$ cat config.mk
export PLATFORM = sky130hd
export DESIGN_NAME = wdpm_top
export DESIGN_NICKNAME = d
export VERILOG_FILES = /design/src/wdpm_pkg.sv /design/src/wdpm_counter.sv /design/src/wdpm_key_decode.sv /design/src/wdpm_top.sv
export SDC_FILE = /design/constraint.sdc
export NUM_CORES = 1
export LEC_CHECK = 0
export BUFFER_PORTS_ARGS = -buffer_cell sky130_fd_sc_hd__buf_4
export CAP_MARGIN = 15
export CORE_MARGIN = 2
export CORE_UTILIZATION = 40
export DETAILED_ROUTE_END_ITERATION = 7
export PLACE_DENSITY = 0.66
export SYNTH_ARGS = -nofsm -noshare
export SYNTH_HDL_FRONTEND = slang
export SYNTH_SLANG_ARGS = --single-unit
$ cat constraint.sdc
create_clock -name clk -period 2.1 [get_ports clk]
set_clock_uncertainty 0.05 [all_clocks]
set_input_delay 0.105 -clock clk [delete_from_list [all_inputs] [get_ports clk]]
set_output_delay 0.105 -clock clk [all_outputs]
set_load 0.02 [all_outputs]
$ cat src/wdpm_pkg.sv
// Constants for the watchdog and power mode control block
package wdpm_pkg;
  // I/O addresses
  localparam logic [7:0] ADDR_MASTER   = 8'hF0;
  localparam logic [7:0] ADDR_COMMAND  = 8'hF1;
  // Command key values
  localparam logic [7:0] CMD_CLEAR     = 8'h4E;
  localparam logic [7:0] CMD_DISABLE   = 8'hB1;
  localparam logic [7:0] CMD_MODE      = 8'hDB;
  // Master register fields
  localparam int         ENABLE_POS    = 7;
  localparam int         PERIOD_HI     = 6;
  localparam int         PERIOD_LO     = 5;
  localparam int         MODE_HI       = 4;
  localparam int         MODE_LO       = 3;
  localparam logic [2:0] RSVD_VALUE    = 3'h3;
  // Reset values
  localparam logic       ENABLE_RST    = 1'h1;
  localparam logic [1:0] PERIOD_RST    = 2'h3;
  localparam logic [1:0] MODE_RST      = 2'h3;
  // Period exponents, cycles are 2 to this power
  localparam int         PERIOD_EXP0   = 16;
  localparam int         CNT_W         = 22;
  // Clock
  localparam int         CLK_PERIOD_NS = 50;
  // Power-down modes
  typedef enum logic [1:0] {
    PD_IDLE1 = 2'h0,
    PD_IDLE2 = 2'h1,
    PD_STOP  = 2'h2,
    PD_RUN   = 2'h3
  } wdpm_mode_t;
endpackage

$ cat src/wdpm_counter.sv
// Watchdog timeout counter with selectable period
`timescale 1ns/1ns
`default_nettype none
module wdpm_counter
  import wdpm_pkg::*;
(
  // Clock and reset
  input  wire logic       clk,
  input  wire logic       rst,
  // Control
  input  wire logic       run,
  input  wire logic       restart,
  input  wire logic [1:0] period,
  // Status
  output logic            timeout,
  output logic [CNT_W-1:0] count
);
  logic [CNT_W-1:0] count_reg, count_next;
  logic             timeout_reg, timeout_next;
  logic [CNT_W-1:0] lastCount;

  // Terminal count is 2^(16+2*period) - 1
  function automatic logic [CNT_W-1:0] last_of(input logic [1:0] p);
    logic [CNT_W:0] one;
    one = (CNT_W+1)'(1);
    last_of = CNT_W'((one << (PERIOD_EXP0 + 2 * int'(p))) - 1);
  endfunction

  // Next count and timeout pulse
  always_comb begin
    lastCount    = last_of(period);
    count_next   = count_reg;
    timeout_next = 1'b0;
    if (restart || !run) begin
      count_next = '0;
    end else if (count_reg >= lastCount) begin
      count_next   = '0;
      timeout_next = 1'b1;
    end else begin
      count_next = count_reg + CNT_W'(1);
    end
  end

  // Registers
  always_ff @(posedge clk or posedge rst) begin
    if (rst) begin
      count_reg   <= '0;
      timeout_reg <= 1'b0;
    end else begin
      count_reg   <= count_next;
      timeout_reg <= timeout_next;
    end
  end

  assign timeout = timeout_reg;
  assign count   = count_reg;
endmodule // wdpm_counter
`default_nettype wire

$ cat src/wdpm_key_decode.sv
// Command key decoder for the command register
`timescale 1ns/1ns
`default_nettype none
module wdpm_key_decode
  import wdpm_pkg::*;
(
  // Write strobe and data
  input  wire logic       wrCmd,
  input  wire logic [7:0] wrData,
  // Decoded commands
  output logic            cmdClear,
  output logic            cmdDisable,
  output logic            cmdMode
);
  // Unknown values decode to nothing
  always_comb begin
    cmdClear   = wrCmd && (wrData == CMD_CLEAR);
    cmdDisable = wrCmd && (wrData == CMD_DISABLE);
    cmdMode    = wrCmd && (wrData == CMD_MODE);
  end
endmodule // wdpm_key_decode
`default_nettype wire

$ cat src/wdpm_top.sv
// Watchdog timer and power-down mode control with two-key protection
`timescale 1ns/1ns
`default_nettype none
// Summary of operation
// - Writing the clear command restarts the watchdog period.
// - Watchdog counts until the disable command stops it, even with enable bit zero; writing one enables.
// - Disable needs enable bit zero, then the disable command.
// - Power-on reset sets the enable bit, watchdog runs.
// - Period field selects 2^16, 2^18, 2^20 or 2^22 cycles.
// - Power-on reset sets the period field to 11.
// - Mode field changes only on master write right after mode command.
// - Mode 00 idle one, 01 idle two, 10 stop, 11 run.
// - Power-on reset sets the mode field to run.
// - Low three master bits always read back as 011.
module wdpm_top
  import wdpm_pkg::*;
(
  // Clock and reset
  input  wire logic       clk,
  input  wire logic       rst,
  // I/O register port
  input  wire logic [7:0] ioAddr,
  input  wire logic       ioWrite,
  input  wire logic       ioRead,
  input  wire logic [7:0] ioWrData,
  output logic      [7:0] ioRdData,
  output logic            ioRdValid,
  // Watchdog and mode outputs
  output logic            watchdogTimeout,
  output logic            watchdogRunning,
  output logic      [1:0] powerDownSelect,
  output logic            modeIdle1,
  output logic            modeIdle2,
  output logic            modeStop,
  output logic            modeRun
);
  // Master register state
  logic       timerEnableBit_reg, timerEnableBit_next;
  logic       running_reg, running_next;
  logic [1:0] timeoutPeriodField_reg, timeoutPeriodField_next;
  logic [1:0] powerDownSelect_reg, powerDownSelect_next;
  logic       modeKey_reg, modeKey_next;
  logic [7:0] rdData_reg, rdData_next;
  logic       rdValid_reg, rdValid_next;
  wdpm_mode_t modeDecoded;
  // Decoded accesses
  logic       wrMaster, wrCommand;
  logic       cmdClear, cmdDisable, cmdMode;

  // Address decode
  assign wrMaster  = ioWrite && (ioAddr == ADDR_MASTER);
  assign wrCommand = ioWrite && (ioAddr == ADDR_COMMAND);

  wdpm_key_decode u_key (
    .wrCmd      (wrCommand),
    .wrData     (ioWrData),
    .cmdClear   (cmdClear),
    .cmdDisable (cmdDisable),
    .cmdMode    (cmdMode)
  );

  // Master register, keys and run state
  always_comb begin
    timerEnableBit_next     = timerEnableBit_reg;
    running_next            = running_reg;
    timeoutPeriodField_next = timeoutPeriodField_reg;
    powerDownSelect_next    = powerDownSelect_reg;
    modeKey_next            = modeKey_reg;
    if (wrMaster) begin
      timerEnableBit_next     = ioWrData[ENABLE_POS];
      if (ioWrData[ENABLE_POS]) begin
        running_next = 1'b1;
      end
      timeoutPeriodField_next = ioWrData[PERIOD_HI:PERIOD_LO];
      if (modeKey_reg) begin
        powerDownSelect_next = ioWrData[MODE_HI:MODE_LO];
      end
      modeKey_next = 1'b0;
    end else if (wrCommand) begin
      modeKey_next = cmdMode;
      if (cmdDisable && !timerEnableBit_reg) begin
        running_next = 1'b0;
      end
    end
  end

  // Master register flops
  always_ff @(posedge clk or posedge rst) begin
    if (rst) begin
      timerEnableBit_reg     <= ENABLE_RST;
      running_reg            <= ENABLE_RST;
      timeoutPeriodField_reg <= PERIOD_RST;
      powerDownSelect_reg    <= MODE_RST;
      modeKey_reg            <= 1'b0;
    end else begin
      timerEnableBit_reg     <= timerEnableBit_next;
      running_reg            <= running_next;
      timeoutPeriodField_reg <= timeoutPeriodField_next;
      powerDownSelect_reg    <= powerDownSelect_next;
      modeKey_reg            <= modeKey_next;
    end
  end

  wdpm_counter u_cnt (
    .clk     (clk),
    .rst     (rst),
    .run     (running_reg),
    .restart (cmdClear),
    .period  (timeoutPeriodField_reg),
    .timeout (watchdogTimeout),
    .count   ()
  );

  // Read data, command register reads as zero
  always_comb begin
    rdValid_next = ioRead;
    rdData_next  = 8'h00;
    if (ioRead && ioAddr == ADDR_MASTER) begin
      rdData_next = {timerEnableBit_reg, timeoutPeriodField_reg,
                     powerDownSelect_reg, RSVD_VALUE};
    end
  end

  // Read data flops
  always_ff @(posedge clk or posedge rst) begin
    if (rst) begin
      rdData_reg  <= 8'h00;
      rdValid_reg <= 1'b0;
    end else begin
      rdData_reg  <= rdData_next;
      rdValid_reg <= rdValid_next;
    end
  end

  assign modeDecoded     = wdpm_mode_t'(powerDownSelect_reg);
  assign modeIdle1       = (modeDecoded == PD_IDLE1);
  assign modeIdle2       = (modeDecoded == PD_IDLE2);
  assign modeStop        = (modeDecoded == PD_STOP);
  assign modeRun         = (modeDecoded == PD_RUN);
  assign powerDownSelect = powerDownSelect_reg;
  assign watchdogRunning = running_reg;
  assign ioRdData        = rdData_reg;
  assign ioRdValid       = rdValid_reg;
endmodule // wdpm_top
`default_nettype wire

; ---- After elaboration in Yosys (flattened, before gate mapping)
; Cells that the tools add are included.
; Widths: inputs -> output; s select.
[totals]
reg_bits = 39
in_bits = 20
out_inout_bits = 17
elab_cells = 49
[classes]
add_sub_neg = 3
n_lt_le_gt_ge = 1
eq_ne = 9
shift = 1
n_mux = 11
reduce_logical = 15
[ops]
columns = op, n
row1 = $mux 22, 2
row2 = $eq 8x8->1 const B, 4
row3 = $shl 1x32->22 const A, 1
row4 = $add 22x1->22 const B, 1
row5 = $ge 22x22->1, 1
row6 = $sub 22x1->22 const B, 1
row7 = $eq 8x7->1 const B, 1
row8 = $mux 1, 8
row9 = $mux 8, 1
row10 = $logic_and 1x1->1, 7
row11 = $add 5x3->6 const A, 1
row12 = $eq 2x2->1 const B, 2
row13 = $reduce_bool 2->1, 2
row14 = $reduce_and 3->1, 1
row15 = $eq 2x1->1 const B, 1
row16 = $logic_not 1->1, 2
row17 = $logic_not 2->1, 1
row18 = $ne 2x2->1 const B, 1
row19 = $reduce_and 2->1, 1
row20 = $logic_or 1x1->1, 1

; ---- Longest topological paths before layout
[logic_depth]
ltp_word = 7
mapped_depth = 8
mapped_depth_nobuf = 7

; ---- Modules after synthesis
; A second synthesis with hierarchy kept.
[hier_totals]
hier_cells = 194
area_unflattened_um2 = 2010.7
[by_module_without_submodules]
columns = mod, instances, cells_per_inst, area_per_inst_um2, seq_area_each_um2
row1 = wdpm_counter, 1, 138, 1320.0, 575.6
row2 = wdpm_top, 1, 49, 634.4, 357.8
row3 = wdpm_key_decode, 1, 7, 56.3, 0.0

; ---- Worst setup path before layout
; OpenSTA, ideal clock, no wires.
[synth_timing]
path_type = reg-to-reg
startpoint = reg timeoutPeriodField_reg[0]
endpoint = reg u_cnt.count_reg[11] (netlist: u_cnt.count[11])
setup_ns = 0.119
arrival_time_ns = 1.879
required_ns = 1.931
path_slack_ns = 0.052
stages_incl_launch_ff = 9
path_buffers = 1
synth_period_minus_slack_ns = 2.048
path_cell_list = dfstp_2 > nand2_1 > ha_1 > nand4_1 > nor4_1 > a2111oi_4 > nand3_4 > buf_8 > nor2_1
[synth_between]
elab_chain_cells = 6
[synth_rtl]
columns = element, line_no
row1 = start: declaration, wdpm_top.sv:40  ; logic [1:0] timeoutPeriodField_reg, timeoutPeriodField_next;
row2 = start signal: assignment, wdpm_top.sv:98  ; timeoutPeriodField_reg <= timeoutPeriodField_next;
row3 = $add 5x3->6, wdpm_counter.sv:26  ; last_of = CNT_W'((one << (PERIOD_EXP0 + 2 * int'(p))) - 1);
row4 = $shl 1x32->22, wdpm_counter.sv:26
row5 = $sub 22x1->22, wdpm_counter.sv:26
row6 = $ge 22x22->1, wdpm_counter.sv:36  ; end else if (count_reg >= lastCount) begin
row7 = $mux 22, wdpm_counter.sv:36
row8 = $mux 22, wdpm_counter.sv:34  ; if (restart || !run) begin
row9 = named net u_cnt.count_next[11], wdpm_counter.sv:18  ; logic [CNT_W-1:0] count_reg, count_next;
row10 = end signal: assignment, wdpm_counter.sv:50  ; count_reg <= count_next;
row11 = end: declaration, wdpm_counter.sv:18
; The timed path passes the listed nets, and every way through them passes these cells.
; A chain may end at the register's enable or synchronous reset.

; ---- Worst setup path in the final report
[layout_timing]
startpoint = reg timeoutPeriodField_reg[1]
endpoint = reg u_cnt.count_reg[7] (netlist: u_cnt.count[7])
; The elaborated chain is that of the path after synthesis.

==> summary.txt <==
Layout
  • Max reg flops: 22
  • Final Instance Area: 0.00253 mm2
  • Share of layout cells above drive strength 1: 38.7%
  • # nets final: 259
  • Number of fill cells in the layout: 379
  • Layout overhead on the synthesized area: 34.3%
  • ANT cells: 0

Pwr
  • Peak supply drop: 0.410 mV
  • Leakage power total: 0.00119 uW
  • Power per cell area: 652 mW/mm2

Placed design
  • Port buffer count: 35
  • DP HPWL: 2770 um
  • Placed cell areas: 0.00222 mm2
  • RePlAce Congestion: 0.798

Synthesis
  • Post-synth top flop: dfrtp_1
  • Syn Nets: 202
  • Synth Instances: 177
  • Yosys top cell by area: dfrtp_1
  • Most frequent cell after synthesis: nor2_1
  • Top cell type's share of synthesized area: 41.2%
  • Synth warn: 0
  • Commonest cells in the netlist: 33 x nor2_1, 31 x dfrtp_1, 12 x nand3_1
  • Register area share after synthesis: 49.6%
  • Post-synth ARST share: 100%
  • Syn Area/Cell: 10.6 um2
  • Number of synthesized register bits: 37
  • Post-synthesis cell type count: 40
  • Post-synth EDFFs: 0
  • Synth top area cells: dfrtp_1 41%, dfstp_2 8.4%, nor2_1 6.6%, xor2_1 5.1%, xnor2_1 3.7%
  • Synth Cell Area: 0.00188 mm2

STA
  • Final Cycle Share: 101%
  • Min Tclk post-route: 2120 ps
  • Unrepaired setup endpoints after global routing: yes
  • Final setup margin: -22.3 ps
  • Final Hold Viols: 0
  • Max Slew Vio Count: 0
  • Setup Viol. Count Final: 4
  • Fmax: 0.471 GHz
  • Worst hold slack: 14.9 ps

Critical path
  • RR Startpoint: timeoutPeriodField_reg[1]$_DFFE_PP1N_
  • FF-to-FF path depth: 9
  • WS Path Type: flip-flop to flip-flop
  • Startpoint types: flip-flop
  • Arrival time at the worst endpoint: 2250 ps
  • CP Capture Type: flip-flop
  • CP Max Fanout: 8
  • Setup crit start: timeoutPeriodField_reg[1]$_DFFE_PP1N_
  • FF-to-FF End: u_cnt.count[7]$_DFF_PP0_
  • Worst EP required: 2230 ps
  • Flop2flop setup slack: -20 ps
  • Critical path destination: u_cnt.count[7]$_DFF_PP0_

Global routing
  • Initial antenna violation count: 0
  • GRT overflow: 0
  • Gr usage total: 16.6%
  • Vias in the first global route: 1,489
  • Global-route wire length before repair: 6750 um
  • Largest net degree at the start of global routing: 38

Route
  • WL final: 4320 um
  • Detail-routed via count per cell: 5.29
  • Final ANT Viol Nets: 0
  • Avg WL per Cell: 15.1 um
  • 1st-iter DRT viols: 89
  • DRC: 0
  • Pre-antenna DRT Iters: 4
  • DR vias: 1,517

Floorplanning
  • Core area: 0.00444 mm2
  • Rows: 24
  • Die Y: 72.6 um
  • Die area: 0.00527 mm2
  • Num ports: 37
  • Die width: 72.6 um
  • Initial Util: 42.3%

Run
  • Max Cap Viol: 0

Clocking
  • Inserted Clock Buffers: 5
  • Max H-tree Level: 2
  • Root Driver: clkbuf_8
  • CTS tree: built
  • Clock-pin slew on the worst setup and hold paths: 70 ps
  • CTS Buffer Depth: 2
  • Worst skew pair latency: 290 ps
  • Clock sink count: 37

Hold path
  • Worst Hold Class: input port to flip-flop

Status
  • Outcome: finished, violations left
  • Failing checks: negative setup slack
-- how the worst min path moves through the flow --
stage | depth (start not counted) | endpoint | slack, ps | start
final | 2 | powerDownSelect[1]$_DFFE_PP1P_ | 10 | ioWrData[4]
after floorplan | 0 | ioRdValid$_DFF_PP0_ | 90 | ioRead
after global routing | 2 | powerDownSelect[1]$_DFFE_PP1P_ | 10 | ioWrData[4]
after global placement | 1 | ioRdValid$_DFF_PP0_ | 170 | ioRead
after detailed placement | 1 | ioRdValid$_DFF_PP0_ | 170 | ioRead
after CTS | 2 | powerDownSelect[1]$_DFFE_PP1P_ | 20 | ioWrData[4]
-- metal layers --
| metal | global-route usage, % | vias to the layer above | part of all wire (%) |
|---|---|---|---|
| li1 | - | 728 | - |
| met1 | 22.3 | 743 | 45 |
| met2 | 26.2 | 36 | 49 |
| met3 | 2.49 | 10 | 4.2 |
| met4 | 8.02 | 0 | 2.0 |
| met5 | 0 | - | 0 |
-- what timing repair did --
item                                    in CTS  in global routing
resized for setup                            2                 20
cloned                                       1                  1
endpoints found under the hold margin       36                  0
pin swaps                                    2                  9
hold buffers                                 5                  0
setup buffers                                3                  3
endpoints found under the setup margin      15                 23
-- metrics by stage --
stage	cells	util [%]	setup slack (ps)	setup TNS (ps)	total power (uW)
detailed placement	266	49.9	-14.7	-59.6	1150
CTS	283	53.9	-8.08	-18.2	1630
finish	287	56.9	-22.3	-51.6	1650
global route	287	56.9	-86.3	-1140	1740
global placement	266	49.9	53.9	0	1140
floorplan	177	-	52.0	0	1060
-- layout by cell type (no fill, tap or decap), types with 6 or more instances in the layout --
| cell | instances |
|---|---|
| dfrtp_1 | 31 |
| xor2_1 | 11 |
| xnor2_1 | 8 |
| nand2_1 | 9 |
| nand4_1 | 7 |
| dfstp_2 | 6 |
| nor2_2 | 10 |
| nor2_1 | 24 |
| buf_4 | 45 |
| and2_1 | 7 |
| nand3_1 | 12 |
-- report_power, final --
group          leakage [uW]  internal, uW  switching, uW
combinational      0.000669           145            148
clock             0.0000395           236            236
sequential         0.000480           788           95.3
total               0.00119          1170            480
-- critical path: stages (launching register included) --
cell and delay [ps]:
dfstp_2 560, nand2_2 100, ha_4 290, nand4_1 120
buf_4 170, nor4_4 270, a2111oi_4 60, buf_6 150
nand3_4 150, nor2_1 70
-- cell families after synthesis --
kind of cell | after synthesis | share of synthesized area (%)
AO/OA/AOI/OAI | 9 | 4.46
other | 1 | 0.199
buffers and inverters | 7 | 2.39
AND/OR/NAND/NOR | 94 | 28.3
adder cells (fa/ha/maj) | 5 | 3.32
multiplexers | 5 | 2.93
flip-flops | 37 | 49.6
XOR/XNOR | 19 | 8.84
-- final cells by class --
| class | instances | area [um2] | area share (%) |
|---|---|---|---|
| tap | 52 | 65.1 | 2.57 |
| sequential | 37 | 933 | 36.9 |
| timing repair buffer | 51 | 399 | 15.8 |
| clock buffer | 8 | 80.1 | 3.17 |
| multi-input combinational | 135 | 1030 | 40.9 |
| inverter | 4 | 15.0 | 0.594 |
Power figures use the tool's default switching activity.
